[src/rtl/tcs_pkg.sv]
// tcs_pkg: shared constants for the transaction common status block.
// assumes a single 10 MHz reference clock and a word-addressed Avalon-MM slave.
package tcs_pkg;

    // ==========================================================
    // clock and widths
    localparam int REF_CLK_HZ = 10_000_000;
    localparam int HDR_W = 8;
    localparam int DATA_W = 12;
    localparam int N_CLASS = 3;
    localparam int N_VIEW = 5;

    // ==========================================================
    // traffic class index inside the packed credit arrays
    localparam int CLS_POSTED = 0;
    localparam int CLS_NONPOSTED = 1;
    localparam int CLS_COMPLETION = 2;

    // index of each supplied credit view
    localparam int VIEW_RX_FREE = 0;
    localparam int VIEW_RX_GRANTED = 1;
    localparam int VIEW_RX_CONSUMED = 2;
    localparam int VIEW_TX_LIMIT = 3;
    localparam int VIEW_TX_CONSUMED = 4;

    // credit view select codes
    localparam logic [2:0] SEL_RX_FREE = 3'h0;
    localparam logic [2:0] SEL_RX_GRANTED = 3'h1;
    localparam logic [2:0] SEL_RX_CONSUMED = 3'h2;
    localparam logic [2:0] SEL_TX_AVAIL = 3'h4;
    localparam logic [2:0] SEL_TX_LIMIT = 3'h5;
    localparam logic [2:0] SEL_TX_CONSUMED = 3'h6;

    // ==========================================================
    // register map, byte offsets
    localparam logic [4:0] OFF_CTRL = 5'h00;
    localparam logic [4:0] OFF_STATUS = 5'h04;
    localparam logic [4:0] OFF_IRQ_STAT = 5'h08;
    localparam logic [4:0] OFF_IRQ_MASK = 5'h0C;

    // field positions
    localparam int CTRL_SOFT_RST = 0;
    localparam int CTRL_LINK_HOLD = 1;
    localparam int ST_LINK_UP = 0;
    localparam int ST_RST_DONE = 1;
    localparam int ST_FREQ_OK = 2;
    localparam int ST_FLUSH = 3;
    localparam int ST_SEL_LSB = 4;
    localparam int IRQ_LINK_GAIN = 0;
    localparam int IRQ_LINK_LOSS = 1;
    localparam int IRQ_INBAND = 2;

    // reset values
    localparam logic [1:0] CTRL_RST = 2'h0;
    localparam logic [2:0] IRQ_MASK_RST = 3'h0;

    // link state machine, one-hot
    typedef enum logic [3:0] {
        LNK_RESET = 4'h1,
        LNK_TRAIN = 4'h2,
        LNK_UP = 4'h4,
        LNK_FLUSH = 4'h8
    } tcs_link_t;

    // legal transaction clock rate for a lane count and speed, in kHz
    function automatic logic tcs_freq_ok(input int lanes, input bit gen2, input int khz, input bit endpoint);
        logic ok;
        ok = 1'b0;
        if (lanes == 1 && !gen2) begin
            ok = (khz == 62500) || (khz == 125000) || (khz == 250000) || (khz == 31250 && endpoint);
        end else if ((lanes == 1 && gen2) || (lanes == 2 && !gen2)) begin
            ok = (khz == 62500) || (khz == 125000) || (khz == 250000);
        end else if ((lanes == 2 && gen2) || (lanes == 4 && !gen2)) begin
            ok = (khz == 125000) || (khz == 250000);
        end else if (lanes == 4 || lanes == 8) begin
            ok = (khz == 250000);
        end
        return ok;
    endfunction : tcs_freq_ok

endpackage : tcs_pkg

[src/rtl/tcs_credit_if.sv]
// tcs_credit_if: credit views and select between the top and the credit picker.
// assumes both ends sit in the reference clock domain.
`timescale 1ns/1ps
interface tcs_credit_if #(
    parameter int HDR_W = 8,
    parameter int DATA_W = 12
);
    // ==========================================================
    // select and raw views
    logic [2:0] sel;
    logic [4:0][2:0][HDR_W-1:0] hdr_view;
    logic [4:0][2:0][DATA_W-1:0] data_view;
    // picked figures, per class
    logic [2:0][HDR_W-1:0] hdr_out;
    logic [2:0][DATA_W-1:0] data_out;

    modport feed (output sel, output hdr_view, output data_view, input hdr_out, input data_out);
    modport pick (input sel, input hdr_view, input data_view, output hdr_out, output data_out);
endinterface : tcs_credit_if

[src/rtl/tcs_common.sv]
// What this block does
// - everything moves on the transaction clock rising edge
// - transaction clock runs from power-on, reset-independent
// - clock rate fixed, no change on retrain
// - reset asserts asynchronously, releases synchronously
// - in-band hot reset or disable asserts reset
// - link-up low only when both ends ready
// - link-up high while training or after errors
// - hot reset or disable drops link, flushes TLPs
// - three 8-bit header, three 12-bit data counts
// - select 000/001/010 gives receive free/granted/consumed
// - select 100/101/110 gives transmit available/limit/consumed
// - clock rate checked against lanes and speed, flagged in status only
// - clock rate one value fixed at build
//
// tcs_common: reset sequencing, link-up indication, credit views, status registers.
// assumes link status inputs and credit views are synchronous to ref_clk_i,
// and an Avalon-MM master with word addressing on the register port.
`timescale 1ns/1ps
module tcs_common #(
    parameter int LANES = 1,
    parameter bit GEN2 = 1'b0,
    parameter bit ENDPOINT = 1'b1,
    parameter int TRN_CLK_KHZ = 62500
) (
    // clock and system reset
    input wire logic ref_clk_i,
    input wire logic rst_n_i,
    // transaction clock, reset and link-up toward user logic
    output wire logic trn_clk_o,
    output wire logic trn_reset_n_o,
    output wire logic lnk_up_n_o,
    output wire logic tlp_flush_o,
    // link layer status
    input wire logic link_trained_i,
    input wire logic link_error_i,
    input wire logic hot_reset_i,
    input wire logic link_disable_i,
    // credit views, index 0 posted, 1 non-posted, 2 completion
    input wire logic [2:0][tcs_pkg::HDR_W-1:0] rx_free_hdr_i,
    input wire logic [2:0][tcs_pkg::DATA_W-1:0] rx_free_data_i,
    input wire logic [2:0][tcs_pkg::HDR_W-1:0] rx_granted_hdr_i,
    input wire logic [2:0][tcs_pkg::DATA_W-1:0] rx_granted_data_i,
    input wire logic [2:0][tcs_pkg::HDR_W-1:0] rx_consumed_hdr_i,
    input wire logic [2:0][tcs_pkg::DATA_W-1:0] rx_consumed_data_i,
    input wire logic [2:0][tcs_pkg::HDR_W-1:0] tx_limit_hdr_i,
    input wire logic [2:0][tcs_pkg::DATA_W-1:0] tx_limit_data_i,
    input wire logic [2:0][tcs_pkg::HDR_W-1:0] tx_consumed_hdr_i,
    input wire logic [2:0][tcs_pkg::DATA_W-1:0] tx_consumed_data_i,
    // credit select and picked figures
    input wire logic [2:0] credit_view_select_i,
    output wire logic [tcs_pkg::HDR_W-1:0] posted_hdr_credits_o,
    output wire logic [tcs_pkg::DATA_W-1:0] posted_data_credits_o,
    output wire logic [tcs_pkg::HDR_W-1:0] nonposted_hdr_credits_o,
    output wire logic [tcs_pkg::DATA_W-1:0] nonposted_data_credits_o,
    output wire logic [tcs_pkg::HDR_W-1:0] completion_hdr_credits_o,
    output wire logic [tcs_pkg::DATA_W-1:0] completion_data_credits_o,
    // avalon-mm slave, word address
    input wire logic [2:0] avs_address_i,
    input wire logic avs_read_i,
    input wire logic avs_write_i,
    input wire logic [31:0] avs_writedata_i,
    input wire logic [3:0] avs_byteenable_i,
    output wire logic [31:0] avs_readdata_o,
    output wire logic avs_waitrequest_o,
    // interrupt
    output wire logic irq_o
);

    // ==========================================================
    // clock forwarding and build-time rate check
    // the forwarded clock has no gate and no reset term, so nothing can stop it
    assign trn_clk_o = ref_clk_i;
    // rate is a parameter only, never changed by link events
    localparam logic FREQ_OK = tcs_pkg::tcs_freq_ok(LANES, GEN2, TRN_CLK_KHZ, ENDPOINT);

    // ==========================================================
    // declarations
    logic sync1_r;
    logic sync2_r;
    logic rst_out_r;
    logic rst_out_nxt;
    logic inband;
    logic lnk_up_n_r;
    logic lnk_up_n_nxt;
    logic flush_r;
    tcs_pkg::tcs_link_t state_r;
    tcs_pkg::tcs_link_t state_nxt;
    logic [1:0] ctrl_r;
    logic [2:0] irq_stat_r;
    logic [2:0] irq_mask_r;
    logic [2:0] irq_ev;
    logic [2:0] irq_clr;
    logic ack_r;
    logic [31:0] rdata_r;
    logic [31:0] rdata_nxt;
    logic bus_req;
    logic wr_take;

    assign inband = hot_reset_i | link_disable_i;

    // ==========================================================
    // transaction reset: async assert, two-stage synchronous release
    always_ff @(posedge ref_clk_i or negedge rst_n_i) begin
        if (!rst_n_i) begin
            sync1_r <= 1'b0;
            sync2_r <= 1'b0;
        end else begin
            sync1_r <= 1'b1;
            sync2_r <= sync1_r;
        end
    end

    // in-band events and the soft reset bit pull the output low one edge later
    assign rst_out_nxt = sync2_r & ~inband & ~ctrl_r[tcs_pkg::CTRL_SOFT_RST];

    always_ff @(posedge ref_clk_i or negedge rst_n_i) begin
        if (!rst_n_i) begin
            rst_out_r <= 1'b0;
        end else begin
            rst_out_r <= rst_out_nxt;
        end
    end
    // user side must idle while this is low; nothing here depends on it
    assign trn_reset_n_o = rst_out_r;

    // ==========================================================
    // link state machine
    always_comb begin
        state_nxt = state_r;
        if (inband) begin
            state_nxt = tcs_pkg::LNK_FLUSH;
        end else if (!rst_out_nxt) begin
            state_nxt = tcs_pkg::LNK_RESET;
        end else begin
            case (state_r)
                tcs_pkg::LNK_RESET: begin
                    state_nxt = tcs_pkg::LNK_TRAIN;
                end
                tcs_pkg::LNK_TRAIN: begin
                    if (link_trained_i && !link_error_i && !ctrl_r[tcs_pkg::CTRL_LINK_HOLD]) begin
                        state_nxt = tcs_pkg::LNK_UP;
                    end
                end
                tcs_pkg::LNK_UP: begin
                    if (!link_trained_i || link_error_i || ctrl_r[tcs_pkg::CTRL_LINK_HOLD]) begin
                        state_nxt = tcs_pkg::LNK_TRAIN;
                    end
                end
                tcs_pkg::LNK_FLUSH: begin
                    state_nxt = tcs_pkg::LNK_RESET;
                end
                default: begin
                    state_nxt = tcs_pkg::LNK_RESET;
                end
            endcase
        end
    end

    always_ff @(posedge ref_clk_i or negedge rst_n_i) begin
        if (!rst_n_i) begin
            state_r <= tcs_pkg::LNK_RESET;
        end else begin
            state_r <= state_nxt;
        end
    end

    // link-up and flush flops, driven from the next state so they move together
    assign lnk_up_n_nxt = (state_nxt != tcs_pkg::LNK_UP);
    always_ff @(posedge ref_clk_i or negedge rst_n_i) begin
        if (!rst_n_i) begin
            lnk_up_n_r <= 1'b1;
            flush_r <= 1'b0;
        end else begin
            lnk_up_n_r <= lnk_up_n_nxt;
            flush_r <= (state_nxt == tcs_pkg::LNK_FLUSH);
        end
    end
    assign lnk_up_n_o = lnk_up_n_r;
    assign tlp_flush_o = flush_r;

    // ==========================================================
    // credit picker
    tcs_credit_if #(.HDR_W(tcs_pkg::HDR_W), .DATA_W(tcs_pkg::DATA_W)) cif ();

    assign cif.sel = credit_view_select_i;
    assign cif.hdr_view = {tx_consumed_hdr_i, tx_limit_hdr_i, rx_consumed_hdr_i, rx_granted_hdr_i, rx_free_hdr_i};
    assign cif.data_view = {tx_consumed_data_i, tx_limit_data_i, rx_consumed_data_i, rx_granted_data_i,
                            rx_free_data_i};

    tcs_credit_view u_credit (
        .ref_clk_i(ref_clk_i),
        .rst_n_i(rst_n_i),
        .cif(cif.pick)
    );

    // six outputs, widths fixed per class kind
    assign posted_hdr_credits_o = cif.hdr_out[tcs_pkg::CLS_POSTED];
    assign posted_data_credits_o = cif.data_out[tcs_pkg::CLS_POSTED];
    assign nonposted_hdr_credits_o = cif.hdr_out[tcs_pkg::CLS_NONPOSTED];
    assign nonposted_data_credits_o = cif.data_out[tcs_pkg::CLS_NONPOSTED];
    assign completion_hdr_credits_o = cif.hdr_out[tcs_pkg::CLS_COMPLETION];
    assign completion_data_credits_o = cif.data_out[tcs_pkg::CLS_COMPLETION];

    // ==========================================================
    // avalon slave: one wait cycle, then the answer
    assign bus_req = avs_read_i | avs_write_i;
    assign avs_waitrequest_o = bus_req & ~ack_r;
    // writes land only on the edge where waitrequest is low
    assign wr_take = avs_write_i & ack_r & avs_byteenable_i[0];

    always_ff @(posedge ref_clk_i or negedge rst_n_i) begin
        if (!rst_n_i) begin
            ack_r <= 1'b0;
        end else begin
            ack_r <= bus_req & ~ack_r;
        end
    end

    // read mux; unmapped words read zero
    always_comb begin
        rdata_nxt = 32'h0000_0000;
        case ({avs_address_i, 2'b00})
            tcs_pkg::OFF_CTRL: rdata_nxt[1:0] = ctrl_r;
            tcs_pkg::OFF_STATUS: begin
                rdata_nxt[tcs_pkg::ST_LINK_UP] = ~lnk_up_n_r;
                rdata_nxt[tcs_pkg::ST_RST_DONE] = rst_out_r;
                rdata_nxt[tcs_pkg::ST_FREQ_OK] = FREQ_OK;
                rdata_nxt[tcs_pkg::ST_FLUSH] = flush_r;
                rdata_nxt[tcs_pkg::ST_SEL_LSB +: 3] = credit_view_select_i;
            end
            tcs_pkg::OFF_IRQ_STAT: rdata_nxt[2:0] = irq_stat_r;
            tcs_pkg::OFF_IRQ_MASK: rdata_nxt[2:0] = irq_mask_r;
            default: rdata_nxt = 32'h0000_0000;
        endcase
    end

    // read data caught in the wait cycle so it stands at the answering edge
    always_ff @(posedge ref_clk_i or negedge rst_n_i) begin
        if (!rst_n_i) begin
            rdata_r <= 32'h0000_0000;
        end else if (avs_read_i && !ack_r) begin
            rdata_r <= rdata_nxt;
        end
    end
    assign avs_readdata_o = rdata_r;

    // control and mask registers
    always_ff @(posedge ref_clk_i or negedge rst_n_i) begin
        if (!rst_n_i) begin
            ctrl_r <= tcs_pkg::CTRL_RST;
            irq_mask_r <= tcs_pkg::IRQ_MASK_RST;
        end else if (wr_take) begin
            if ({avs_address_i, 2'b00} == tcs_pkg::OFF_CTRL) begin
                ctrl_r <= avs_writedata_i[1:0];
            end
            if ({avs_address_i, 2'b00} == tcs_pkg::OFF_IRQ_MASK) begin
                irq_mask_r <= avs_writedata_i[2:0];
            end
        end
    end

    // ==========================================================
    // interrupts: sticky events, write one to clear, set beats clear
    assign irq_ev[tcs_pkg::IRQ_LINK_GAIN] = lnk_up_n_r & ~lnk_up_n_nxt;
    assign irq_ev[tcs_pkg::IRQ_LINK_LOSS] = ~lnk_up_n_r & lnk_up_n_nxt;
    assign irq_ev[tcs_pkg::IRQ_INBAND] = (state_nxt == tcs_pkg::LNK_FLUSH) & ~flush_r;
    assign irq_clr = (wr_take && {avs_address_i, 2'b00} == tcs_pkg::OFF_IRQ_STAT) ? avs_writedata_i[2:0] : 3'h0;

    always_ff @(posedge ref_clk_i or negedge rst_n_i) begin
        if (!rst_n_i) begin
            irq_stat_r <= 3'h0;
        end else begin
            irq_stat_r <= (irq_stat_r & ~irq_clr) | irq_ev;
        end
    end
    assign irq_o = |(irq_stat_r & irq_mask_r);
endmodule : tcs_common

[src/rtl/tcs_credit_view.sv]
// tcs_credit_view: registered picker for the six credit figures.
// assumes views are stable synchronous inputs on ref_clk_i.
`timescale 1ns/1ps
module tcs_credit_view (
    // clock and reset
    input wire logic ref_clk_i,
    input wire logic rst_n_i,
    // credit bundle
    tcs_credit_if.pick cif
);

    // ==========================================================
    // one picker per traffic class
    for (genvar c = 0; c < tcs_pkg::N_CLASS; c++) begin : g_class
        // transmit available is limit minus consumed, modulo the field width
        always_ff @(posedge ref_clk_i or negedge rst_n_i) begin
            if (!rst_n_i) begin
                cif.hdr_out[c] <= '0;
                cif.data_out[c] <= '0;
            end else begin
                case (cif.sel)
                    tcs_pkg::SEL_RX_FREE: begin
                        cif.hdr_out[c] <= cif.hdr_view[tcs_pkg::VIEW_RX_FREE][c];
                        cif.data_out[c] <= cif.data_view[tcs_pkg::VIEW_RX_FREE][c];
                    end
                    tcs_pkg::SEL_RX_GRANTED: begin
                        cif.hdr_out[c] <= cif.hdr_view[tcs_pkg::VIEW_RX_GRANTED][c];
                        cif.data_out[c] <= cif.data_view[tcs_pkg::VIEW_RX_GRANTED][c];
                    end
                    tcs_pkg::SEL_RX_CONSUMED: begin
                        cif.hdr_out[c] <= cif.hdr_view[tcs_pkg::VIEW_RX_CONSUMED][c];
                        cif.data_out[c] <= cif.data_view[tcs_pkg::VIEW_RX_CONSUMED][c];
                    end
                    tcs_pkg::SEL_TX_AVAIL: begin
                        cif.hdr_out[c] <= cif.hdr_view[tcs_pkg::VIEW_TX_LIMIT][c]
                                          - cif.hdr_view[tcs_pkg::VIEW_TX_CONSUMED][c];
                        cif.data_out[c] <= cif.data_view[tcs_pkg::VIEW_TX_LIMIT][c]
                                           - cif.data_view[tcs_pkg::VIEW_TX_CONSUMED][c];
                    end
                    tcs_pkg::SEL_TX_LIMIT: begin
                        cif.hdr_out[c] <= cif.hdr_view[tcs_pkg::VIEW_TX_LIMIT][c];
                        cif.data_out[c] <= cif.data_view[tcs_pkg::VIEW_TX_LIMIT][c];
                    end
                    tcs_pkg::SEL_TX_CONSUMED: begin
                        cif.hdr_out[c] <= cif.hdr_view[tcs_pkg::VIEW_TX_CONSUMED][c];
                        cif.data_out[c] <= cif.data_view[tcs_pkg::VIEW_TX_CONSUMED][c];
                    end
                    // undefined codes read as zero rather than stale data
                    default: begin
                        cif.hdr_out[c] <= '0;
                        cif.data_out[c] <= '0;
                    end
                endcase
            end
        end
    end
endmodule : tcs_credit_view

[config.mk]
export PLATFORM = sky130hd
export DESIGN_NAME = tcs_common
export DESIGN_NICKNAME = d
export VERILOG_FILES = /design/src/rtl/tcs_pkg.sv /design/src/rtl/tcs_credit_if.sv /design/src/rtl/tcs_common.sv /design/src/rtl/tcs_credit_view.sv
export SDC_FILE = /design/constraint.sdc
export NUM_CORES = 1
export LEC_CHECK = 0
export ABC_CLOCK_PERIOD_IN_PS = 2500
export BUFFER_PORTS_ARGS = -buffer_cell sky130_fd_sc_hd__buf_2
export CORE_AREA = 2 2 175 177
export DETAILED_ROUTE_END_ITERATION = 7
export DIE_AREA = 0 0 177 179
export PLACE_DENSITY = 0.51
export RECOVER_POWER = 100
export SYNTH_ARGS = -nofsm -noshare
export SYNTH_HDL_FRONTEND = slang
export SYNTH_SLANG_ARGS = --single-unit
[constraint.sdc]
create_clock -name ref_clk_i -period 2.5 [get_ports ref_clk_i]
set_clock_uncertainty 0.1 [all_clocks]
set_input_delay 0.5 -clock ref_clk_i [delete_from_list [all_inputs] [get_ports ref_clk_i]]
set_output_delay 0.5 -clock ref_clk_i [all_outputs]
set_load 0.1 [all_outputs]
# After elaboration in Yosys (flattened, before gate mapping)
# Index checks and enable logic that the tools add are counted.
# totals
reg_bits,85
in_bits,350
output_inout_bits,98
elab_cells,86
# op_classes
addsub,6
n_eq_ne,13
mux,15
bitwise_logic,20
n_reduce_logical,15
# ops
operator,n
case mux 12 bit (6 select lines),3
case mux 8 bit (6 select lines),3
subtractor 12 bit,3
subtractor 8 bit,3
2-to-1 mux 4 bit,5
case mux 4 bit (3 select lines),1
== test 3 x 2 -> 1 bit (second input constant),3
== test 3 bit (second input constant),3
bitwise AND 1 bit,8
case mux 2 bit (4 select lines),1
bitwise AND 3 bit,2
== test 3 x 1 -> 1 bit (second input constant),2
zero test 3 bit,2
inverter 1 bit,6
== test 4 x 1 -> 1 bit (second input constant),1
== test 4 x 2 -> 1 bit (second input constant),1
== test 4 x 3 -> 1 bit (second input constant),1
== test 4 bit (second input constant),1
logical AND 1 bit,4
zero test 1 bit,4
inequality test 4 x 3 -> 1 bit (second input constant),1
AND reduction 2 bit,2
2-to-1 mux 3 bit,1
inverter 3 bit,1
5 further kinds,7

# Longest topological paths before layout
# Gate-level depths: netlist of the first run.
# logic_depth
ltp_word,11
mapped_depth,10
depth_no_buf,10

# By module
# From an unflattened synthesis of the first run, not the netlist that was laid out.
# hier_totals
cells_unflattened,923
area_unflattened_um2,7935.1
# modules_own_cells
module,instances,cells_per_inst,area_each_um2,seq_area_each_um2
tcs_credit_view,1,804,6640.1,1501.4
tcs_common,1,119,1295.0,628.1

==> metrics list, run 1 <==
* Combinational share of power: 45.6%
* Post-synth design cell area: 7874 um2
* Required time at the worst-slack endpoint: 1900 ps
* Dominant register cell in the synthesized netlist: dfrtp_1
- Setup violations remaining at the end of the flow were counted as 0.
- Post-route DRC violation count: 0
* Total Nets Final: 1,691
* Maximum vdd drop: 0.2664 mV
* Transition time of the tightest slew-check pin: 1181 ps
* Share of flip-flops with an asynchronous set or reset after synthesis: 100.0%
* Unrepaired setup endpoints after global routing: no
- The floorplan step set the die height to 179 um.
- In this run the most critical hold path is launched from rx_free_data_i[24].
* Overall track demand over capacity in global routing: 21.78%
* PnR worst setup slack: 120.2 ps
- Vias per inst: 4.942
- Switch Pwr: 0.003025 W
- The wire-length estimate of the detail-placed layout is 28,070 um.
* Fraction of final layout cells sized beyond drive strength 1: 39.42%
- For hold timing, the worst endpoint is u_credit.cif.data_out[24].
- Count of TritonRoute iterations in the first routing pass: 5
* Post-synthesis sequential element count: 85
- Post-layout util: 35.66%
- Last weighted congestion value of the routability-driven placer: 0.8512
- Final std cell area, no fill: 10,710 um2
* Worst R2R Start: ctrl_r[0]
- Clock-pin slew on the worst setup and hold paths: 70 ps
* Outcome: finished clean
- The initial utilization of the core area, before any placement, comes to 26.22%.
- Cell Area, Placed: 10,430 um2
- The die is 177 um wide.
- The floorplan step defined a die boundary enclosing 31,680 um2.
* Later-pin clock latency in the skew report: 470 ps
* Yosys warning count: 0
- The setup path with the least slack is of type clock port to primary output.
- Max-cap violations in this run came to 0.
- Part of the Yosys area used for sequential elements: 27.05%
- Core footprint: 30,030 um2
- The share of total power dissipated in the clock network is 29.2%.
- In this run the remaining antenna-violating nets after routing total 0.
- Counting flops with a built-in enable in the synthesized netlist gives 0.
* Antenna violations before repair: 6
- The worst hold path was traced through 2 stages.
* Count of standard-cell rows: 64
* Dpl cells: 1,662
- Measured against its own limit, the worst slew margin works out to 21.57%.
* P&R area growth vs syn: 35.99%
- Sequential share of power: 25.2%
- Vias in the first global route: 8,402
- In this run the power density over the cells is 588.6 nW/um2.
- Worst-path maximum fanout: 2
- The first global-routing pass estimated 50,680 um of wire.
- The number of setup buffers added after CTS is 0.
- Across all layers, the routed design uses 8,333 vias.
- TritonCTS built the clock tree.
* Number of unique standard cell types used by synthesis: 61
- Post-CTS Resized: 0
* Final routed wirelength across all metal layers: 34,980 um
- Maximum number of pins on one net before global-route repair: 40
- The internal portion of the total power is 0.003278 W.
- Hold bufs inserted after CTS: 1
- The analysis attributes to cell leakage a power of 5.437 nW.
- The worst register-to-register path ends at irq_stat_r[0].
- Max-slew violation count: 0
- Number of failing hold endpoints at the final stage: 0
- Setup slack of the worst register-to-register path: 670 ps
* Number of non-filler instances in the completed layout: 1,686
- OpenSTA, run right after detailed placement, puts the worst setup slack at -250.8 ps.
- In this run switching power makes up 47.99% of total power.
- During placement, the flow inserted port buffers numbering 390.
* Total grt overflow: 0
- Worst hold path type: input pin to register
* Number of placed I/O pins: 448
- The number of cells on the worst reg-to-reg path is 5.
* Wire length per cell: 20.75 um
- Syn Inst Count: 878
* Critical Path Source Type: clock port
- STA puts the critical path data arrival time at 1780 ps.
* Starting DRT DRC Count: 378
- STA classifies the critical path endpoint as a primary output.
- Mean cell area of the mapped netlist: 8.968 um2
state kept, by name, indices dropped and copies added, names as in the netlist, 2 cells and up:
name / count
u_credit.cif.data_out: 36
u_credit.cif.hdr_out: 24
avs_readdata_o: 7
state_r: 4
irq_mask_r: 3
irq_stat_r: 3
ctrl_r: 2
cell usage after synthesis (3+ instances only):
cell	number	share of area, %
a22oi_1	61	5.8
a41oi_2	3	0.62
nor2_1	35	1.7
nor2b_1	14	1.1
a211oi_2	3	0.48
o21bai_1	5	0.48
a221o_1	7	0.89
ha_1	54	8.6
mux2_2	47	6.7
and2_1	5	0.40
a221oi_1	8	0.89
buf_1	3	0.14
buf_4	31	3.0
o211ai_1	5	0.48
o21a_1	5	0.48
o21ai_0	50	3.2
xor2_1	21	2.3
a21oi_1	48	3.1
o21ai_1	8	0.51
xnor2_1	27	3.0
a211oi_1	6	0.57
dfrtp_1	83	26
buf_6	3	0.43
or2_1	3	0.24
o22ai_1	5	0.40
nand4_1	3	0.24
o22a_1	16	1.8
buf_2	21	1.3
a222oi_1	3	0.38
a21o_1	6	0.57
o221ai_1	18	2.0
o32a_1	3	0.38
inv_1	70	3.3
o31a_1	3	0.33
fa_1	6	1.5
nand3_1	10	0.64
clkbuf_1	13	0.62
nand2b_1	17	1.4
nand3b_1	3	0.29
nand2_1	65	3.1
mux2i_1	49	6.2
worst max path at each step:
| stage | start | to | slack (ps) |
|---|---|---|---|
| global route | credit_view_select_i[1] | u_credit.cif.data_out[2] | 80 |
| finish | ref_clk_i | trn_clk_o | 120 |
| CTS | ref_clk_i | trn_clk_o | 110 |
| floorplan | avs_write_i | avs_waitrequest_o | 90 |
| global placement | tx_limit_data_i[24] | u_credit.cif.data_out[34] | -210 |
| detailed placement | tx_limit_data_i[0] | u_credit.cif.data_out[10] | -250 |
critical path, stage by stage:
cell	delay, ps
clkbuf_16	120
clkbuf_16	120
buf_2	280
cell type report:
type	instances	area, um2
Clock inverter	7	75.07
Inverter	72	270.3
Tap cell	396	495.5
Antenna cell	4	10.01
Clock buffer	13	305.3
Multi-Input combinational cell	674	5085
Fill cell	3230	19320
Sequential cell	85	2130
Timing Repair Buffer	435	2337
metrics by stage:
stage	TNS (ps)	hold slack [ps]	power [W]
5_1_grt	0	144.6	0.006627
2_1_floorplan	0	104.4	0.003867
3_5_place_dp	-1052	236.5	0.004665
4_1_cts	0	130.3	0.006406
6_report	0	146.5	0.006303
3_3_place_gp	-835.8	232.9	0.004655
cell families after synthesis:
group / synth area share [%]
buffers and inverters: 8.915
AND/OR/NAND/NOR: 10.09
multiplexers: 13.52
adder cells (fa/ha/maj): 10.11
other: 0.09538
AO/OA/AOI/OAI: 24.89
XOR/XNOR: 5.339
flip-flops: 27.05
metal layers:
layer	GRT usage (%)	share of wire, %	vias up
li1	-	-	3978
met1	26.44	42	3978
met2	37.71	49	329
met3	5.259	6.6	44
met4	7.128	1.9	4
met5	0	0.071	-
cells in the final DEF (no fill, tap or decap), types with 21 or more instances in the layout:
cell type and count:
nor2_1 36, inv_1 71, xnor2_1 27, mux2i_1 49, a21oi_1 48, clkbuf_2 71
o21ai_0 51, mux2_2 47, nand2_1 65, a22oi_1 61, buf_4 35, conb_1 26
xor2_1 21, dfrtp_1 83, ha_1 54, buf_2 316
power by group through the flow:
stage / Sequential (W) / Combinational, W / Clock [W]
3_3_place_gp: 0.00162 / 0.00290 / 0.000141
6_report: 0.00159 / 0.00287 / 0.00184
3_5_place_dp: 0.00161 / 0.00291 / 0.000141
2_1_floorplan: 0.00254 / 0.00118 / 0.000151
5_1_grt: 0.00161 / 0.00307 / 0.00195
4_1_cts: 0.00159 / 0.00292 / 0.00190
Note: power is estimated with default switching activity, not from simulation.
==> run 2: changes to the inputs <==
--- a/config.mk
+++ b/config.mk
@@ -10,6 +10,7 @@
 export CORE_AREA = 2 2 175 177
 export DETAILED_ROUTE_END_ITERATION = 7
 export DIE_AREA = 0 0 177 179
+export HOLD_SLACK_MARGIN = 0.15
 export PLACE_DENSITY = 0.51
 export RECOVER_POWER = 100
 export SYNTH_ARGS = -nofsm -noshare
==> metrics list, run 2 (synthesis results as in run 1) <==
- Outcome: finished clean
* Most common library cell in the layout ignoring fill and taps: buf_2
* Total area of multi-input combinational cells: 5124 um2
- Setup violations remaining at the end of the flow were counted as 0.
- Combinational logic is responsible for 45.8% of the overall power.
* Critical path class: clock port to primary output
* Clock tree from TritonCTS: yes
- Min Hold Slack: 172.2 ps
- Once detail routing completed, the nets flagged for antenna violations numbered 0.
- Once the floorplan was initialized, standard cells occupied 26.22% of the core.
- After floorplanning, the core was sized to cover 30,030 um2.
- Dpl cells: 1,662
- Setup slack of the worst register-to-register path: 860 ps
- The register with the most flip-flops in the layout has 36 of them.
- Power Total: 0.006320 W
* Switching share of power: 47.95%
* Count of standard-cell rows: 64
* Clock-pin slew on the worst setup and hold paths: 80 ps
* Wire length per cell: 20.67 um
* Starting DRT DRC Count: 354
* Count of TritonRoute iterations in the first routing pass: 5
- At the end of routability-driven placement, the weighted congestion stood at 0.8512.
* Fraction of final layout cells sized beyond drive strength 1: 39.64%
- The first global-routing pass estimated 50,810 um of wire.
- Total grt overflow: 0
- In this run the count of I/O pins placed on the die edge is 448.
- Kind of capture point of the worst setup path: primary output
- Unrepaired setup endpoints after global routing: no
* Input/output buffers: 390
- The number of failing hold endpoints at the final stage came to 0.
- The clock network accounts for 29.0% of the total power.
* Switch Pwr: 0.003031 W
- The number of global-route vias before repair was 8,459.
* Via total after detailed routing: 8,378
- The tool flagged a number of max-cap violations equal to 0.
* Antenna violations before repair: 7
* P&R area growth vs syn: 37.55%
* Sequential share of power: 25.2%
- Fillers: 3,218
- Post-Place Setup Slack: -250.8 ps
- At the pin with the least slew margin, the transition time is 1182 ps.
- The worst-case IR drop observed on VDD is 0.2643 mV.
- Of all nets on the critical path, the largest fanout is 2.
- In this run the horizontal extent of the chip is 177 um.
- Detailed placement finished with a half-perimeter wire length of 28,070 um.
- Leaving out filler cells and counting taps, the final layout contains 1,695.
- In the layout the commonest cells are buf_2, dfrtp_1, clkbuf_2.
- Summing all flip-flop and latch instances after layout gives 2130 um2.
- Ranked by flip-flop count, first place goes to u_credit.cif.data_out.
- The die is 179 um tall.
- Critical Path Source Type: clock port
- Max-slew headroom at the worst pin: 21.56%
- Final routed wirelength across all metal layers: 35,030 um
* CP arrival: 1860 ps
- Post-route DRC violation count: 0
- Total power divided by cell area: 583.6 nW/um2
- In this run the static leakage power is 5.480 nW.
- Worst hold path type: input pin to register
* Setup TNS: 0 ps
* PnR worst setup slack: 41.52 ps
- Later-pin clock latency in the skew report: 470 ps
* Int Power: 0.003289 W
* Max-slew violation count: 0
* Total Nets Final: 1,699
- For this run, the total global-route usage over all layers was measured as 21.83%.
* Maximum number of pins on one net before global-route repair: 40
- STA puts the critical path data required time at 1900 ps.
* Die outline area: 31,680 um2
- Using the TritonRoute via totals, the vias-per-cell ratio works out to 4.943.
-- run 2: cell types whose count changed in the layout (fill, tap and decap cells not counted), sizes merged --
cell         delta
dlygate4sd3     +8
buf             -2
clkbuf          +2
diode           +1
-- run 2: final cells by class --
class                   count  share of cell area, %
diodes                      5                 0.1155
clock buffers              13                  2.819
clock inverters             7                 0.6932
inverters                  72                  2.495
multi-input cells         674                  47.31
flip-flops and latches     85                  19.66
well taps                 396                  4.575
repair buffers            443                  22.33
-- run 2: worst paths after layout --
| path | depth (start not counted) | endpoint | startpoint |
|---|---|---|---|
| worst max-delay path | 3 | trn_clk_o | ref_clk_i |
| worst min-delay path | 3 | u_credit.cif.hdr_out[10] | rx_granted_hdr_i[10] |
| worst max register to register | 3 | irq_mask_r[0] | ack_r |
| worst min register to register | 0 | sync2_r | sync1_r |
| max in group asynchronous | 3 | u_credit.cif.data_out[30] | rst_n_i |
| min in group asynchronous | 2 | u_credit.cif.hdr_out[18] | rst_n_i |
-- run 2: worst max-delay path, cell delays in order --
cell and delay [ps]:
clkbuf_16 120, clkbuf_16 120, clkbuf_2 360
-- run 2: per-stage QoR --
step	area (um2)	utilization, %
after floorplan	7964	-
after global placement	10430	34.73
after detailed placement	10430	34.73
after CTS	10880	36.25
after global routing	10830	36.06
final	10830	36.07
-- run 2: power by group through the flow --
stage	clock (W)	combinational [W]	sequential, W
floorplan	0.000151	0.00118	0.00254
CTS	0.00190	0.00293	0.00159
global route	0.00195	0.00309	0.00161
global placement	0.000141	0.00290	0.00162
finish	0.00183	0.00289	0.00159
detailed placement	0.000141	0.00291	0.00161
-- run 2: routing by layer --
layer | vias to the layer above | wire length, um | global-route usage (%)
met5 | - | 25 | 0
met4 | 4 | 879 | 8.161
met3 | 48 | 2270 | 5.259
met2 | 344 | 17150 | 37.42
met1 | 3992 | 14700 | 26.43
li1 | 3990 | - | -
-- run 2: timing repair --
action                                  in CTS  in global routing
endpoints found under the hold margin       35                  1
buffers inserted                             0                  0
endpoints found under the setup margin       0                  1
hold buffers                                 8                  1
gates resized for setup                      0                  1
==> run 3: changes to the inputs <==
--- a/config.mk
+++ b/config.mk
@@ -5,7 +5,7 @@
 export SDC_FILE = /design/constraint.sdc
 export NUM_CORES = 1
 export LEC_CHECK = 0
-export ABC_CLOCK_PERIOD_IN_PS = 2500
+export ABC_CLOCK_PERIOD_IN_PS = 2290
 export BUFFER_PORTS_ARGS = -buffer_cell sky130_fd_sc_hd__buf_2
 export CORE_AREA = 2 2 175 177
 export DETAILED_ROUTE_END_ITERATION = 7
==> constraint.sdc (replaced) <==
create_clock -name ref_clk_i -period 2.29 [get_ports ref_clk_i]
set_clock_uncertainty 0.1 [all_clocks]
set_input_delay 0.458 -clock ref_clk_i [delete_from_list [all_inputs] [get_ports ref_clk_i]]
set_output_delay 0.458 -clock ref_clk_i [all_outputs]
set_load 0.1 [all_outputs]
==> metrics list, run 3 (synthesis results as in run 1) <==
- Power spread over the standard cell area amounts to 618.2 nW/um2.
* Final routed wirelength across all metal layers: 34,770 um
* Last weighted congestion value of the routability-driven placer: 0.8659
- Fmax achieved: 450.1 MHz
* Sequential share of power: 25.1%
- For this block, the via count after detailed routing is 8,467.
- Clock power share: 28.4%
- The number of setup buffers added after CTS is 0.
- Summed over all layers, the global routing overflow is 0.
- Measured against its own limit, the worst slew margin works out to 42.22%.
- The number of failing hold endpoints at the final stage was 0.
- The die covers 31,680 um2.
* Antenna violations before repair: 7
- Combinational share of power: 46.4%
- Wire length per cell: 20.05 um
- Min Hold Slack: 174.3 ps
- Power Total: 0.006938 W
- For this configuration, the core starts out at a cell density of 26.22%.
- Portion of the clock cycle consumed by the worst path in the final layout: 97.77%
* Vias per inst: 4.883
* Later-pin clock latency in the skew report: 470 ps
- Entering global routing, the biggest net connects 36 pins.
- Setup violations remaining at the end of the flow were counted as 0.
- Global routing consumed, over all layers together, 21.29% of the routing resources.
- The register with the most flip-flops in the layout has 36 of them.
- PnR worst setup slack: 50.97 ps
* Input/output buffers: 390
- Summed over all nets, the switching power comes to 0.003331 W.
* Post-Place Setup Slack: -378.0 ps
* Register with the most flip-flops: u_credit.cif.data_out
- Leaving out fill and tap cells, the most frequent cells in the layout are buf_2, dfrtp_1, clkbuf_2.
- At the end of the flow, the number of nets in the layout was 1,739.
- Data arrives at the worst endpoint at 1680 ps.
- The tightest min-delay check is of the input pin to register type.
- Count of standard-cell rows: 64
- The worst setup path is of the clock port to primary output kind.
* Starting DRT DRC Count: 438
- The post-route netlist has 38.98% of its cells at a drive strength greater than 1.
- P&R area growth vs syn: 42.54%
* Maximum vdd drop: 0.3637 mV
* Vias in the first global route: 8,666
- In this run the horizontal extent of the chip is 177 um.
* Core footprint: 30,030 um2
- Critical Path Source Type: clock port
* Switching share of power: 48.01%
* First-pass GRT wire length: 50,180 um
- For the final routed database, the setup TNS stands at 0 ps.
- The die is 179 um tall.
- Clock tree from TritonCTS: yes
- Outcome: finished clean
* Transition time of the tightest slew-check pin: 866.7 ps
- The worst setup path is captured at a primary output.
* Maximum capacitance violations: 0
* Clock-pin slew on the worst setup and hold paths: 80 ps
- Internal power comes to 0.003607 W.
- The HPWL after detailed placement is 27,750 um.
- Most common library cell in the layout ignoring fill and taps: buf_2
- Post-layout util: 37.38%
- Of all nets on the critical path, the largest fanout is 2.
* DRT antenna net count: 0
* LEAKAGE: 5.659 nW
- After detailed routing, the number of remaining DRC violations is 0.
- For this run, the detailed router's first-pass iteration total came to 6.
- Required time at the worst-slack endpoint: 1730 ps
- Unrepaired setup endpoints after global routing: no
- Time the worst path needs with I/O delays and setup: 2239 ps
- For this design the top-level I/O count stands at 448.
- Max-slew violation count: 0
==> run 3: metrics by stage <==
stage / std cells / instance area (um2)
6_report: 1734 / 11220
4_1_cts: 1730 / 11300
3_3_place_gp: 1675 / 10550
2_1_floorplan: 902 / 7966
5_1_grt: 1733 / 11220
3_5_place_dp: 1675 / 10550
==> run 3: final timing paths <==
path,end,cells past startpoint,from,slack [ps]
worst max-delay path,trn_clk_o,3,ref_clk_i,50
min in group asynchronous,avs_readdata_o[5],2,rst_n_i,490
worst min register to register,sync2_r,0,sync1_r,260
worst min-delay path,irq_mask_r[1],2,avs_writedata_i[1],170
max in group asynchronous,state_r[2],3,rst_n_i,270
worst max register to register,irq_mask_r[0],3,ack_r,630
==> run 3: timing repair <==
action / 4_1_cts / 5_1_grt
endpoints found under the hold margin: 42 / 0
setup endpoints to repair: 0 / 2
gates resized for setup: 0 / 4
hold buffers: 36 / 0
==> run 3: area by class of cell <==
class / instances / area, um2
Timing Repair Buffer: 483 / 2809
Fill cell: 3217 / 18810
Clock inverter: 7 / 88.84
Tap cell: 396 / 495.5
Inverter: 72 / 270.3
Clock buffer: 13 / 292.8
Antenna cell: 4 / 10.01
Multi-Input combinational cell: 674 / 5127
Sequential cell: 85 / 2130
==> run 3: routing by layer <==
| layer | track usage, % | vias up | share of wire (%) |
|---|---|---|---|
| met5 | 0 | - | 0.066 |
| met4 | 5.406 | 4 | 1.2 |
| met3 | 5.513 | 32 | 6.7 |
| met2 | 37.89 | 328 | 51 |
| met1 | 25.41 | 4038 | 41 |
| li1 | - | 4065 | - |
==> run 3: worst max-delay path, stage by stage <==
cell and delay (ps):
clkbuf_16 120, dlymetal6s2s_1 130, buf_2 290
==> run 3: power groups by stage <==
stage / registers (W) / clock network (W) / logic [W]
2_1_floorplan: 0.00277 / 0.000165 / 0.00129
3_3_place_gp: 0.00177 / 0.000154 / 0.00318
3_5_place_dp: 0.00177 / 0.000154 / 0.00320
4_1_cts: 0.00174 / 0.00211 / 0.00326
5_1_grt: 0.00176 / 0.00211 / 0.00343
6_report: 0.00174 / 0.00197 / 0.00322
